<file path="config.mk">
export PLATFORM = sky130hd
export DESIGN_NAME = pafo_top
export DESIGN_NICKNAME = d
export VERILOG_FILES = /design/src/rtl/pafo_pkg.sv /design/src/rtl/pafo_lvl_if.sv /design/src/rtl/pafo_pin_sync.sv /design/src/rtl/pafo_spike_filter.sv /design/src/rtl/pafo_top.sv
export VERILOG_INCLUDE_DIRS = /design/src /design/src/rtl
export SDC_FILE = /design/constraint.sdc
export NUM_CORES = 1
export LEC_CHECK = 0
export BUFFER_PORTS_ARGS = -buffer_cell sky130_fd_sc_hd__clkbuf_2
export CAP_MARGIN = 20
export CORE_UTILIZATION = 45
export DETAILED_ROUTE_END_ITERATION = 7
export GPL_ROUTABILITY_DRIVEN = 0
export PLACE_DENSITY = 0.78
export SLEW_MARGIN = 20
export SYNTH_ARGS = -nofsm -noshare
export SYNTH_HDL_FRONTEND = slang
export SYNTH_SLANG_ARGS = --single-unit
</file>
<file path="constraint.sdc">
create_clock -name clk_sys -period 4.4 [get_ports clk_sys]
set_clock_uncertainty 0.1 [all_clocks]
set_input_delay 0.66 -clock clk_sys [delete_from_list [all_inputs] [get_ports clk_sys]]
set_output_delay 0.66 -clock clk_sys [all_outputs]
set_load 0.05 [all_outputs]
</file>
<file path="src/rtl/pafo_defs.svh">
// Constants for the port alternate function override block
`ifndef PAFO_DEFS_SVH
`define PAFO_DEFS_SVH
// ==========================================
// Register offsets
`define PAFO_OFS_PB_DATA 3'h0
`define PAFO_OFS_PB_DIR 3'h1
`define PAFO_OFS_PB_PIN 3'h2
`define PAFO_OFS_PC_DATA 3'h3
`define PAFO_OFS_PC_PIN 3'h4
// ==========================================
// Reset values
`define PAFO_RST_BYTE 8'h00
`define PAFO_RST_PC 7'h00
// ==========================================
// Lane positions
`define PAFO_LANE_B 0
`define PAFO_LANE_C 8
`define PAFO_LANE_D 16
`define PAFO_PC_RESET_BIT 6
`define PAFO_PD_RX 16
`define PAFO_PD_TX 17
`define PAFO_PD_IRQ0 18
`define PAFO_PD_IRQ1 19
`define PAFO_PD_XCK 20
`define PAFO_PD_T1 21
`define PAFO_PC_SDA 12
`define PAFO_PC_SCL 13
`define PAFO_PC_RST 14
// ==========================================
// Timing
`define PAFO_CLK_MHZ 100
`define PAFO_SPIKE_NS 50
`define PAFO_SPIKE_CYC ((`PAFO_SPIKE_NS * `PAFO_CLK_MHZ + 999) / 1000)
`endif

</file>
<file path="src/rtl/pafo_pkg.sv">
// Types shared by the port override modules
`default_nettype none
package pafo_pkg;
  typedef logic [7:0] pafo_byte_t;
  typedef logic [23:0] pafo_lane_t;
  typedef logic [2:0] pafo_addr_t;
endpackage : pafo_pkg
`default_nettype wire

</file>
<file path="src/rtl/pafo_lvl_if.sv">
// Raw and synchronised pin levels between top and synchroniser
`default_nettype none
interface pafo_lvl_if;
  import pafo_pkg::*;
  pafo_lane_t raw;
  pafo_lane_t synced;
  modport src (output raw, input synced);
  modport dst (input raw, output synced);
endinterface : pafo_lvl_if
`default_nettype wire

</file>
<file path="src/rtl/pafo_pin_sync.sv">
// Two-flop synchroniser for all pad input lanes
`default_nettype none
module pafo_pin_sync
  import pafo_pkg::*;
(
  input wire logic clk_sys,
  input wire logic rst,
  pafo_lvl_if.dst lvl
);
  pafo_lane_t stage1_r;
  pafo_lane_t stage2_r;

  always_ff @(posedge clk_sys or posedge rst) begin
    if (rst) begin
      stage1_r <= '0;
      stage2_r <= '0;
    end else begin
      stage1_r <= lvl.raw;
      stage2_r <= stage1_r;
    end
  end

  assign lvl.synced = stage2_r;
endmodule : pafo_pin_sync
`default_nettype wire

</file>
<file path="src/rtl/pafo_spike_filter.sv">
// Spike filter for the two-wire clock and data inputs
`default_nettype none
`include "pafo_defs.svh"
module pafo_spike_filter
  import pafo_pkg::*;
(
  input wire logic clk_sys,
  input wire logic rst,
  input wire logic [1:0] rawLevel,
  output logic [1:0] cleanLevel
);
  localparam logic [2:0] LastCnt = 3'(`PAFO_SPIKE_CYC - 1);

  for (genvar i = 0; i < 2; i++) begin : g_lane
    logic [2:0] cnt_r;
    logic [2:0] cnt_nxt;
    logic out_r;
    logic out_nxt;

    // Output follows only after the input held a new level long enough
    always_comb begin
      cnt_nxt = 3'h0;
      out_nxt = out_r;
      if (rawLevel[i] != out_r) begin
        if (cnt_r == LastCnt) begin
          out_nxt = rawLevel[i];
        end else begin
          cnt_nxt = cnt_r + 3'h1;
        end
      end
    end

    always_ff @(posedge clk_sys or posedge rst) begin
      if (rst) begin
        cnt_r <= 3'h0;
        out_r <= 1'b0;
      end else begin
        cnt_r <= cnt_nxt;
        out_r <= out_nxt;
      end
    end

    assign cleanLevel[i] = out_r;
  end
endmodule : pafo_spike_filter
`default_nettype wire

</file>
<file path="src/rtl/pafo_top.sv">
// Port pin override logic with port B and port C data registers
`default_nettype none
`include "pafo_defs.svh"
// Operation
// - Reset pin pull-up, direction, input overrides follow fuse; values zero.
// - Two-wire pins: gated pull-up, direction from drive, output forced 0.
// - Two-wire enable turns on slew limiting of both its pins.
// - Spike filters sit between two-wire pins and interface logic.
// - Analog port low four pins have no overrides at all.
// - Enabled transmitter makes transmit pin an output regardless of direction.
// - Transmit pin: pull-up 0, output, serial data; receive pin input.
// - Forced receive pin keeps pull-up from its data bit, gated.
// - USART clock pin value follows clock output in synchronous mode.
// - Enabled external interrupt forces its input buffer on.
// - Port B direction is eight bits, read/write, reset to inputs.
// - Port B pin levels register is read-only sampled pin levels.
// - Port C data bit 7 reads zero; bits 6..0 writable, reset 0.
// - Reset pin mode reads its data and pin bits as zero.
module pafo_top
  import pafo_pkg::*;
(
  input wire logic clk_sys,
  input wire logic rst,
  input wire logic [2:0] regAddr,
  input wire logic [7:0] regWrData,
  input wire logic regWrStb,
  input wire logic regRdStb,
  output logic [7:0] regRdData,
  input wire logic [7:0] portBPadIn,
  output logic [7:0] portBPadOut,
  output logic [7:0] portBPadOe,
  output logic [7:0] portBPullUp,
  input wire logic [6:0] portCPadIn,
  output logic [6:0] portCPadOut,
  output logic [6:0] portCPadOe,
  output logic [6:0] portCPullUp,
  input wire logic [6:0] portCDirection,
  input wire logic [7:0] portDPadIn,
  output logic [7:0] portDPadOut,
  output logic [7:0] portDPadOe,
  output logic [7:0] portDPullUp,
  input wire logic [7:0] portDData,
  input wire logic [7:0] portDDirection,
  input wire logic globalPullupDisable,
  input wire logic resetPinDisableFuse,
  output logic resetPinLevel,
  input wire logic twoWireEnable,
  input wire logic twiSclDrive,
  input wire logic twiSdaDrive,
  output logic twiSclIn,
  output logic twiSdaIn,
  output logic [1:0] twiSlewLimit,
  input wire logic transmitterEnable,
  input wire logic txSerialData,
  input wire logic receiverEnable,
  output logic rxSerialData,
  input wire logic usartSyncModeSelect,
  input wire logic usartClockOut,
  output logic usartClockIn,
  output logic counter0ClockIn,
  output logic counter1ClockIn,
  input wire logic [1:0] extIrqEnable,
  output logic [1:0] extIrqPinLevel
);
  // ==========================================
  // Registers
  pafo_byte_t portBData_r;
  pafo_byte_t portBData_nxt;
  pafo_byte_t portBDir_r;
  pafo_byte_t portBDir_nxt;
  logic [6:0] portCData_r;
  logic [6:0] portCData_nxt;
  pafo_byte_t rdData_r;
  pafo_byte_t rdData_nxt;
  logic resetPinMode;
  logic [1:0] twiRaw;

  pafo_lvl_if lvl ();
  pafo_lane_t syncd;
  pafo_lane_t laneData;
  pafo_lane_t laneDir;
  pafo_lane_t pullup_override_enable, pullup_override_value, direction_override_enable, direction_override_value, output_value_override_enable, output_value_override_value, input_buffer_override_enable, input_buffer_override_value;
  pafo_lane_t dirEff, outEff, pullEff, dieEff, digIn;

  assign resetPinMode = ~resetPinDisableFuse;

  always_comb begin
    portBData_nxt = portBData_r;
    portBDir_nxt = portBDir_r;
    portCData_nxt = portCData_r;
    if (regWrStb) begin
      unique case (regAddr)
        `PAFO_OFS_PB_DATA: portBData_nxt = regWrData;
        `PAFO_OFS_PB_DIR: portBDir_nxt = regWrData;
        `PAFO_OFS_PC_DATA: portCData_nxt = regWrData[6:0];
        default: portBData_nxt = portBData_r;
      endcase
    end
  end

  // Read data stands only in the cycle after the strobe
  always_comb begin
    rdData_nxt = 8'h00;
    if (regRdStb) begin
      unique case (regAddr)
        `PAFO_OFS_PB_DATA: rdData_nxt = portBData_r;
        `PAFO_OFS_PB_DIR: rdData_nxt = portBDir_r;
        `PAFO_OFS_PB_PIN: rdData_nxt = syncd[7:0];
        `PAFO_OFS_PC_DATA: begin
          rdData_nxt = {1'b0, portCData_r};
          if (resetPinMode) begin
            rdData_nxt[`PAFO_PC_RESET_BIT] = 1'b0;
          end
        end
        `PAFO_OFS_PC_PIN: begin
          rdData_nxt = {1'b0, syncd[14:8]};
          if (resetPinMode) begin
            rdData_nxt[`PAFO_PC_RESET_BIT] = 1'b0;
          end
        end
        default: rdData_nxt = 8'h00;
      endcase
    end
  end

  always_ff @(posedge clk_sys or posedge rst) begin
    if (rst) begin
      portBData_r <= `PAFO_RST_BYTE;
      portBDir_r <= `PAFO_RST_BYTE;
      portCData_r <= `PAFO_RST_PC;
      rdData_r <= `PAFO_RST_BYTE;
    end else begin
      portBData_r <= portBData_nxt;
      portBDir_r <= portBDir_nxt;
      portCData_r <= portCData_nxt;
      rdData_r <= rdData_nxt;
    end
  end

  assign regRdData = rdData_r;

  // ==========================================
  // Pin input synchronisation
  assign lvl.raw = {portDPadIn, 1'b0, portCPadIn, portBPadIn};
  assign syncd = lvl.synced;

  pafo_pin_sync u_sync (
    .clk_sys(clk_sys),
    .rst(rst),
    .lvl(lvl)
  );

  // ==========================================
  // Override sources
  always_comb begin
    pullup_override_enable = '0;
    pullup_override_value = '0;
    direction_override_enable = '0;
    direction_override_value = '0;
    output_value_override_enable = '0;
    output_value_override_value = '0;
    input_buffer_override_enable = '0;
    input_buffer_override_value = '0;
    // Reset-capable pin
    pullup_override_enable[`PAFO_PC_RST] = resetPinDisableFuse;
    direction_override_enable[`PAFO_PC_RST] = resetPinDisableFuse;
    input_buffer_override_enable[`PAFO_PC_RST] = resetPinDisableFuse;
    // Two-wire pins, open drain
    pullup_override_enable[`PAFO_PC_SCL] = twoWireEnable;
    pullup_override_enable[`PAFO_PC_SDA] = twoWireEnable;
    pullup_override_value[`PAFO_PC_SCL] = portCData_r[5] & ~globalPullupDisable;
    pullup_override_value[`PAFO_PC_SDA] = portCData_r[4] & ~globalPullupDisable;
    direction_override_enable[`PAFO_PC_SCL] = twoWireEnable;
    direction_override_enable[`PAFO_PC_SDA] = twoWireEnable;
    direction_override_value[`PAFO_PC_SCL] = twiSclDrive;
    direction_override_value[`PAFO_PC_SDA] = twiSdaDrive;
    output_value_override_enable[`PAFO_PC_SCL] = twoWireEnable;
    output_value_override_enable[`PAFO_PC_SDA] = twoWireEnable;
    // Analog lanes 8..11 stay without overrides
    // Receive pin
    pullup_override_enable[`PAFO_PD_RX] = receiverEnable;
    pullup_override_value[`PAFO_PD_RX] = portDData[0] & ~globalPullupDisable;
    direction_override_enable[`PAFO_PD_RX] = receiverEnable;
    // Transmit pin
    pullup_override_enable[`PAFO_PD_TX] = transmitterEnable;
    direction_override_enable[`PAFO_PD_TX] = transmitterEnable;
    direction_override_value[`PAFO_PD_TX] = 1'b1;
    output_value_override_enable[`PAFO_PD_TX] = transmitterEnable;
    output_value_override_value[`PAFO_PD_TX] = txSerialData;
    // External interrupt pins
    input_buffer_override_enable[`PAFO_PD_IRQ0] = extIrqEnable[0];
    input_buffer_override_enable[`PAFO_PD_IRQ1] = extIrqEnable[1];
    input_buffer_override_value[`PAFO_PD_IRQ0] = 1'b1;
    input_buffer_override_value[`PAFO_PD_IRQ1] = 1'b1;
    // USART clock pin
    output_value_override_enable[`PAFO_PD_XCK] = usartSyncModeSelect;
    output_value_override_value[`PAFO_PD_XCK] = usartClockOut;
  end

  // ==========================================
  // Per-lane override muxes
  assign laneData = {portDData, 1'b0, portCData_r, portBData_r};
  assign laneDir = {portDDirection, 1'b0, portCDirection, portBDir_r};

  for (genvar i = 0; i < 24; i++) begin : g_lane
    assign dirEff[i] = direction_override_enable[i] ? direction_override_value[i] : laneDir[i];
    assign outEff[i] = output_value_override_enable[i] ? output_value_override_value[i] : laneData[i];
    assign pullEff[i] = pullup_override_enable[i] ? pullup_override_value[i]
        : (laneData[i] & ~laneDir[i] & ~globalPullupDisable);
    assign dieEff[i] = input_buffer_override_enable[i] ? input_buffer_override_value[i] : 1'b1;
    assign digIn[i] = syncd[i] & dieEff[i];
  end

  assign portBPadOut = outEff[7:0];
  assign portBPadOe = dirEff[7:0];
  assign portBPullUp = pullEff[7:0];
  assign portCPadOut = outEff[14:8];
  assign portCPadOe = dirEff[14:8];
  assign portCPullUp = pullEff[14:8];
  assign portDPadOut = outEff[23:16];
  assign portDPadOe = dirEff[23:16];
  assign portDPullUp = pullEff[23:16];

  // ==========================================
  // Peripheral inputs
  assign resetPinLevel = syncd[`PAFO_PC_RST];
  assign rxSerialData = digIn[`PAFO_PD_RX];
  assign usartClockIn = digIn[`PAFO_PD_XCK];
  assign counter0ClockIn = digIn[`PAFO_PD_XCK];
  assign counter1ClockIn = digIn[`PAFO_PD_T1];
  assign extIrqPinLevel = {digIn[`PAFO_PD_IRQ1], digIn[`PAFO_PD_IRQ0]};
  assign twiSlewLimit = {2{twoWireEnable}};
  assign twiRaw = {syncd[`PAFO_PC_SCL], syncd[`PAFO_PC_SDA]};

  pafo_spike_filter u_filt (
    .clk_sys(clk_sys),
    .rst(rst),
    .rawLevel(twiRaw),
    .cleanLevel({twiSclIn, twiSdaIn})
  );
endmodule : pafo_top
`default_nettype wire

</file>
==> results.cfg, run 1 <==
[min_path]
hold_class = input port to asynchronous set/reset pin

[worst_setup_path]
r2r_start = portCData_r[3]
endpoint = portDPullUp[2]
worst-path-max-fanout = 23
arrival_ns = 1.66
rr_worst_depth = 4
cpMostUsedCell = clkbuf_2
path_cells = clkbuf_2, nor3b_1, clkbuf_2
crit_family = buffers and inverters
worstSetupPathType = input port to output pin
rr_endpoint = regRdData[3]
cp.depth = 3
cp_slowest_stage_delay_ns = 0.37
startpoint = globalPullupDisable
cp_slowest_cell = nor3b_1
r2r_slack_ns = 3.05
end_kind = output pin
path_buf_inv = 2
worstPathRequired_ns = 3.64
critPathLaunchType = input port

[final_layout]
final_util_pct = 60.6
diodes = 0
area_growth_pct = 27.5
drive_above_1_share_pct = 54.4
fin_nets = 458
fin_cells = 482

[sta]
tightest_slew_ns = 0.696
fin_hold_ws_ns = 0.240
setup_viol = 0
fmax_mhz = 413
post-route-min-period_ns = 2.42
finalSetupTns_ns = 0
rsz0062_at_grt = no
hold_viol_final = 0
relSlewSlack_pct = 53.4
slew_violations = 0
fin_crit_sh_pct = 55.1

[synth]
ys_ff_latch = 79
synth_cells = 247
synth_area_sq_um = 3300
synth_nets = 324
avgSynthCellArea_sq_um = 13.4
ys_types = 33
ys.warnings.count = 0
yosysSeqAreaShare_pct = 59.9

[floorplan]
io_pins = 161
fp-row-count = 30
die_h_um = 87.7
initial_core_util_pct = 47.5
die_area_sq_um = 7680
fp.dieW_um = 87.7
core_area_sq_um = 6940

[placement]
port-buffer-count = 155
dp.cells = 466
dp_hpwl_um = 5600

[pwr]
powerDensity_nw_per_um2 = 520
power_leakage_nw = 2.11
p_total_mw = 2.19
peakVddDrop_uv = 409

[global_route]
grt_antenna_before_repair = 0
grtUsageTotal_pct = 20.2
grt_pass1_wl_um = 11000
grt_max_degree = 43
grt_pass1_vias = 2277
grt_overflow_total = 0

[clock_network]
cts_tree = done
clk_pin_slew_ns = 0.08
cts-root-buf = clkbuf_8
cts.repair.resized = 0
worstSkewPairLatency_ns = 0.35
cts_post_setup_buffers_inserted = 0
htree_levels = 3
holdBufCountCts = 0
cts_made_buffers = 9
max-clock-path-buffers = 2
clock-sinks = 79

[drt]
viasPerCell = 4.97
first_pass_iters = 4
drc = 0
postRouteAntennaNets = 0
num_vias = 2397
wl_um = 7310
drt_iter0_drc = 70
wl_per_cell_um = 15.2

[run_status]
status = completed

[flow_run]
max-cap-violations = 0
worst reg2reg max path, cell delays in order, from the launching register on:
cell	delay, ns
dfrtp_1	0.42
mux2_2	0.28
a22oi_1	0.17
o22ai_1	0.11
and2_1	0.17
logic make-up after synthesis:
group	Yosys count	share of synthesized area, %
buf+inv	39	7.62
simple gates	59	12.3
flops	79	59.9
fa+ha+maj	4	1.52
xor+xnor	2	0.531
compound gates	27	5.72
mux	37	12.5
cells in the mapped netlist:
cell type,count,area (sq um)
and2_1,5,31.3
a31oi_1,1,6.26
a21o_1,2,15.0
mux2i_1,4,40.0
nand2_1,5,18.8
o21a_1,1,7.51
nor2b_1,10,62.6
dfrtp_1,79,1980
xnor2_1,2,17.5
o22ai_1,5,31.3
a21oi_1,2,10.0
buf_1,1,3.75
nor2_1,7,26.3
nor3b_1,25,188
inv_1,5,18.8
o21ai_0,1,5.00
or2_1,1,6.26
o32ai_1,1,8.76
clkbuf_1,2,7.51
inv_2,1,3.75
ha_1,4,50.1
nor4b_1,1,8.76
nor4b_4,1,23.8
nand4b_1,1,8.76
buf_4,27,203
buf_2,3,15.0
or2_2,1,6.26
mux2_2,33,372
a22oi_1,11,82.6
a211oi_1,1,7.51
nor3b_4,1,18.8
a21boi_0,2,15.0
nand2b_1,1,6.26
per-stage QoR:
step           cell area (sq um)  worst slack (ns)
6_report                    4210              1.98
5_1_grt                     4210              1.89
4_1_cts                     4210              1.94
3_5_place_dp                3980              1.94
3_3_place_gp                3980              1.98
2_1_floorplan               3300              1.32
layer usage:
layer	global-route usage (%)	part of all wire [%]
met5	0	0
met4	5.37	0.85
met3	7.16	7.6
met2	36.3	53
met1	22.7	39
report_power, final:
| part | leakage [nW] | internal [mW] | switching (mW) | total (mW) |
|---|---|---|---|---|
| Combinational | 1.04 | 0.199 | 0.474 | 0.674 |
| Clock | 0.118 | 0.332 | 0.280 | 0.612 |
| Sequential | 0.955 | 0.821 | 0.0820 | 0.903 |
state kept, by name, summed over array words and instances (netlist names):
register and count:
u_sync.lvl.synced 20, u_sync.stage1_r 20, portBPadOe 8, portBPadOut 8, regRdData 8, portCData_r 7
u_filt.g_lane.cnt_r 6, u_filt.g_lane.out_r 2
worst min path at each step:
stage / start / endpoint / slack [ns]
2_1_floorplan: u_sync.stage1_r[0] / u_sync.lvl.synced[0] / 0.23
3_3_place_gp: u_sync.stage1_r[13] / u_sync.lvl.synced[13] / 0.23
3_5_place_dp: u_sync.stage1_r[19] / u_sync.lvl.synced[19] / 0.23
4_1_cts: rst / u_sync.stage1_r[19] / 0.25
5_1_grt: u_sync.stage1_r[10] / u_sync.lvl.synced[10] / 0.26
6_report: rst / u_sync.stage1_r[16] / 0.24
cell type report:
type / count / area, sq um
flip-flops and latches: 79 / 1980
clock inverters: 7 / 109
clock buffers: 9 / 124
inverters: 6 / 23.8
multi-input cells: 129 / 1070
well taps: 96 / 120
repair buffers: 156 / 783
fillers: 570 / 2730
cells in the final DEF (no fill, tap or decap), types with 5 or more instances in the layout:
master    count
a22oi_1      11
and2_1        5
clkbuf_2    155
clkbuf_8      9
dfrtp_1      79
mux2_2       33
nand2_1       5
nor2_1        7
nor2b_1      10
nor3b_1      25
o22ai_1       5
Note: power is estimated with default switching activity, not from simulation.
==> run 2, diff against run 1 <==
Clock period 4.4 ns to 2.5 ns, I/O delays scaled along.
==> results.cfg, run 2 (synthesized netlist as in run 1, its figures left out) <==
[run_status]
status = completed

[worst_setup_path]
r2r_start = portCData_r[0]
path_buf_inv = 1
crit_family = flip-flops
r2r_slack_ns = 1.11
worst-path-max-fanout = 4
cp_slowest_stage_delay_ns = 0.43
path_cells = nor3b_1, clkbuf_2
cp_slowest_cell = dfrtp_1
rr_worst_depth = 4
end_kind = output pin
worstSetupPathType = register to output pin
arrival_ns = 1.36
critPathLaunchType = register
worstPathRequired_ns = 2.03
rr_endpoint = regRdData[0]

[placement]
dp_hpwl_um = 5620
port-buffer-count = 155
dp_slack_ns = 0.502
dp.cells = 469
placed_cell_area_sq_um = 4010

[sta]
fmax_mhz = 544
post-route-min-period_ns = 1.84
finalSetupTns_ns = 0
setup_viol = 0
slew_violations = 0
relSlewSlack_pct = 47.4
hold_viol_final = 0
rsz0062_at_grt = no
layout_setup_ws_ns = 0.660
fin_crit_sh_pct = 73.6
fin_hold_ws_ns = 0.0244
tightest_slew_ns = 0.781

[min_path]
min_path_cells = 1
hold_class = input port to register
min_from = portBPadIn[1]
whs_endpoint = u_sync.stage1_r[1]

[global_route]
grt_antenna_before_repair = 0
grt_overflow_total = 0
grtUsageTotal_pct = 20.0
grt_pass1_wl_um = 11000
grt_max_degree = 34
grt_pass1_vias = 2282

[final_layout]
final_util_pct = 61.2
ff_latch_area_sq_um = 1980
final_common_cell = clkbuf_2
final_cell_mix = 155 x clkbuf_2, 79 x dfrtp_1, 33 x mux2_2
multi_input_area_sq_um = 1080
fillers = 561
drive_above_1_share_pct = 54.9
fin_cells = 486
design_area_sq_um = 4250
diodes = 0
area_growth_pct = 28.7
fin_nets = 462

[clock_network]
cts.repair.resized = 0
worstSkewPairLatency_ns = 0.35
htree_levels = 3
cts_tree = done
cts-root-buf = clkbuf_8
clock-sinks = 79
cts_post_setup_buffers_inserted = 0
clk_pin_slew_ns = 0.09
max-clock-path-buffers = 2
cts_made_buffers = 9

[pwr]
powerDensity_nw_per_um2 = 906
power_leakage_nw = 2.13
p_total_mw = 3.85
peakVddDrop_uv = 721

[drt]
wl_per_cell_um = 14.8
viasPerCell = 4.91
wl_um = 7200
first_pass_iters = 4
postRouteAntennaNets = 0
drc = 0
num_vias = 2388
drt_iter0_drc = 93

[floorplan]
core_area_sq_um = 6940
fp.dieW_um = 87.7
die_h_um = 87.7
fp-row-count = 30
die_area_sq_um = 7680
io_pins = 161
initial_core_util_pct = 47.5

[flow_run]
max-cap-violations = 0
-- run 2: final cells by class --
cell class / instances / area share (%)
inverter: 6 / 0.559
tap: 96 / 2.83
sequential: 79 / 46.5
multi-input combinational: 129 / 25.4
clock inverter: 7 / 2.56
clock buffer: 9 / 2.92
timing repair buffer: 160 / 19.2
-- run 2: report_power, final --
part	internal, mW	switching [mW]
clock network	0.585	0.486
logic	0.354	0.834
registers	1.45	0.145
total	2.38	1.46
-- run 2: layer usage --
metal  GRT usage, %  vias to the layer above  wire length [um]
li1               -                     1119                 -
met1           22.8                     1144              2960
met2           35.4                      117              3600
met3           7.07                        8               526
met4           5.66                        0               113
met5              0                        -                 0
-- run 2: how the worst max path moves through the flow --
stage | startpoint | to | slack [ns] | cells past startpoint
after floorplan | rst | portBPadOe[0] | 0.002 | 1
after global placement | regAddr[1] | portBPadOut[3] | 0.53 | 4
after detailed placement | regAddr[1] | portBPadOut[0] | 0.50 | 4
after CTS | portBPadOe[1] | portBPullUp[1] | 0.66 | 2
after global routing | globalPullupDisable | portBPullUp[1] | 0.59 | 3
final | portBPadOe[1] | portBPullUp[1] | 0.66 | 2
-- run 2: what timing repair did --
action	CTS	global route
endpoints found under the setup margin	0	0
hold buffers	1	0
endpoints found under the hold margin	31	0
==> run 3, diff against run 2 <==
Settings changed: ABC_AREA from default to 1.
Clock period 2.5 ns to 1.83 ns, I/O delays scaled along.
==> results.cfg, run 3 <==
[run_status]
status = completed

[min_path]
hold_class = input port to register

[synth]
synth_nets = 412
ys.warnings.count = 0
synthXorXnorAreaFrac_pct = 1.04
synth_area_sq_um = 3380
synth-simple-area-share_pct = 20.8
async_flop_share_pct = 100
synthDominantCellAreaShare_pct = 58.5
synth_compound_area_share_pct = 5.81
synth_top_cell_by_area = dfrtp_1
avgSynthCellArea_sq_um = 10.1
synthTopCellsByArea = dfrtp_1 58%, nand2_1 7.4%, buf_4 6.4%, o21ai_2 3.9%, nor3b_1 3.6%
synthTopCellsByCount = 79 x dfrtp_1, 67 x nand2_1, 31 x inv_1, 29 x buf_4, 27 x nor2_1
yosysSeqAreaShare_pct = 58.5
synthAdderAreaFrac_pct = 1.48
synth_edf_count = 0
synth_top_family_by_area = simple AND/OR/NAND/NOR gates
ys_types = 26
synthMuxAreaShare_pct = 0.666
synth_cells = 335
ys_ff_latch = 79
synth.most_common_cell = dfrtp_1
synth_ff_type = dfrtp_1

[pwr]
peakVddDrop_uv = 759
internal-power_mw = 3.10
switching_share_pct = 39.1
seqPwrFrac_pct = 42.5
clkPwrFrac_pct = 26.4
combPwrFrac_pct = 31.1
powerDensity_nw_per_um2 = 1120
power_leakage_nw = 2.47
p_switching_mw = 1.99

[global_route]
met3_usage_pct = 5.88
use_met1_pct = 25.9
grt_util_met2_pct = 31.4
grtUsageTotal_pct = 19.8
grt_pass1_wl_um = 11400
grt_max_degree = 41
busiest_layer = met2
grt_pass1_vias = 2469
grt_overflow_total = 0
grt_antenna_before_repair = 0

[worst_setup_path]
worstPathRequired_ns = 1.46
worstSetupPathType = register to output pin
critPathLaunchType = register
end_kind = output pin
worst-path-max-fanout = 4
arrival_ns = 1.33

[floorplan]
die_h_um = 88.7
core_area_sq_um = 7250
io_pins = 161
fp-row-count = 31
die_area_sq_um = 7860
initial_core_util_pct = 46.6
fp.dieW_um = 88.7

[clock_network]
cts_tree = done
clock-sinks = 79
cts.repair.resized = 0
clk_pin_slew_ns = 0.08
htree_levels = 3
cts_made_buffers = 9
worstSkewPairLatency_ns = 0.35
max-clock-path-buffers = 2
cts-root-buf = clkbuf_8

[sta]
hold_viol_final = 0
tightest_slew_ns = 0.640
finalSetupTns_ns = 0
slew_violations = 0
rsz0062_at_grt = no
fin_crit_sh_pct = 92.9
post-route-min-period_ns = 1.70
setup_viol = 0
fmax_mhz = 588
relSlewSlack_pct = 57.3

[drt]
drt_iter0_drc = 103
wl_per_cell_um = 13.0
first_pass_iters = 4
viasPerCell = 4.68
num_vias = 2795
drc = 0
wl_um = 7750
postRouteAntennaNets = 0

[placement]
port-buffer-count = 155
dp_hpwl_um = 5780
dp.cells = 560
placed_cell_area_sq_um = 4130

[flow_run]
max-cap-violations = 0

[final_layout]
final_common_cell = clkbuf_2
diodes = 0
fin_cells = 597
design_area_sq_um = 4550
final_util_pct = 62.8
final_cell_mix = 155 x clkbuf_2, 79 x dfrtp_1, 67 x nand2_1
drive_above_1_share_pct = 44.4
area_growth_pct = 34.7
fillers = 608
fin_nets = 570
-- run 3: changes by cell type in the layout (fill, tap and decap cells not counted), moves of 19 or more --
cell | previous run | this run
inv_1 | 4 | 30
dlygate4sd3_1 | 1 | 21
mux2_2 | 33 | 2
nand2_1 | 5 | 67
nand3_1 | 0 | 19
nor2_1 | 7 | 27
-- run 3: final timing paths --
path / startpoint / endpoint / slack, ns / cells past startpoint
setup / recovery: portBPadOut[5] / portBPullUp[5] / 0.13 / 2
hold / removal: regRdStb / regRdData[7] / 0.03 / 3
setup reg to reg: u_filt.g_lane[1].cnt_r[0] / u_filt.g_lane[1].out_r / 0.55 / 4
hold reg to reg: u_sync.stage1_r[13] / u_sync.lvl.synced[13] / 0.25 / 0
max in group asynchronous: rst / portCData_r[2] / 0.83 / 4
min in group asynchronous: rst / u_filt.g_lane[0].out_r / 0.31 / 3
-- run 3: kinds of logic after synthesis --
logic type / after synthesis
and+or+nand+nor: 148
xor gates and xnor gates: 4
DFF: 79
buffers and inverters: 70
AOI/OAI and AO/OA: 28
adders and majority gates: 4
muxes: 2
-- run 3: through the flow --
stage | setup WS, ns | power, mW | hold WS [ns]
CTS | 0.0941 | 5.13 | 0.0212
floorplan | -0.215 | 3.38 | 0.206
finish | 0.130 | 5.09 | 0.0337
global placement | 0.218 | 3.70 | 0.121
detailed placement | 0.184 | 3.75 | 0.128
global route | 0.0387 | 5.37 | 0.0268
-- run 3: repair_timing --
action,4_1_cts,5_1_grt
hold endpoints to repair,29,0
endpoints found under the setup margin,0,0
hold buffers,21,0
setup buffers,0,0
-- run 3: layer usage --
layer | vias to the layer above | wire [um]
met5 | - | 0
met4 | 0 | 108
met3 | 12 | 449
met2 | 104 | 3860
met1 | 1329 | 3330
li1 | 1350 | -
-- run 3: power by group through the flow --
stage          Combinational [mW]  Sequential [mW]  Clock [mW]
2_1_floorplan               0.873             2.51           0
5_1_grt                      1.72             2.19        1.46
4_1_cts                      1.59             2.16        1.37
3_5_place_dp                 1.55             2.20           0
6_report                     1.58             2.16        1.34
3_3_place_gp                 1.51             2.19           0
-- run 3: area by class of cell --
cell class                      count  area [sq um]  area share (%)
Inverter                           36           141            3.11
Sequential cell                    79          1980            43.4
Multi-Input combinational cell    186          1060            23.3
Clock buffer                       10           138            3.02
Tap cell                           99           124            2.72
Clock inverter                      6          75.1            1.65
Timing Repair Buffer              181          1040            22.8
-- run 3: worst max-delay path: stages, from the launching register on --
cell      delay, ns
dfrtp_1        0.48
nor3b_2        0.20
clkbuf_2       0.30
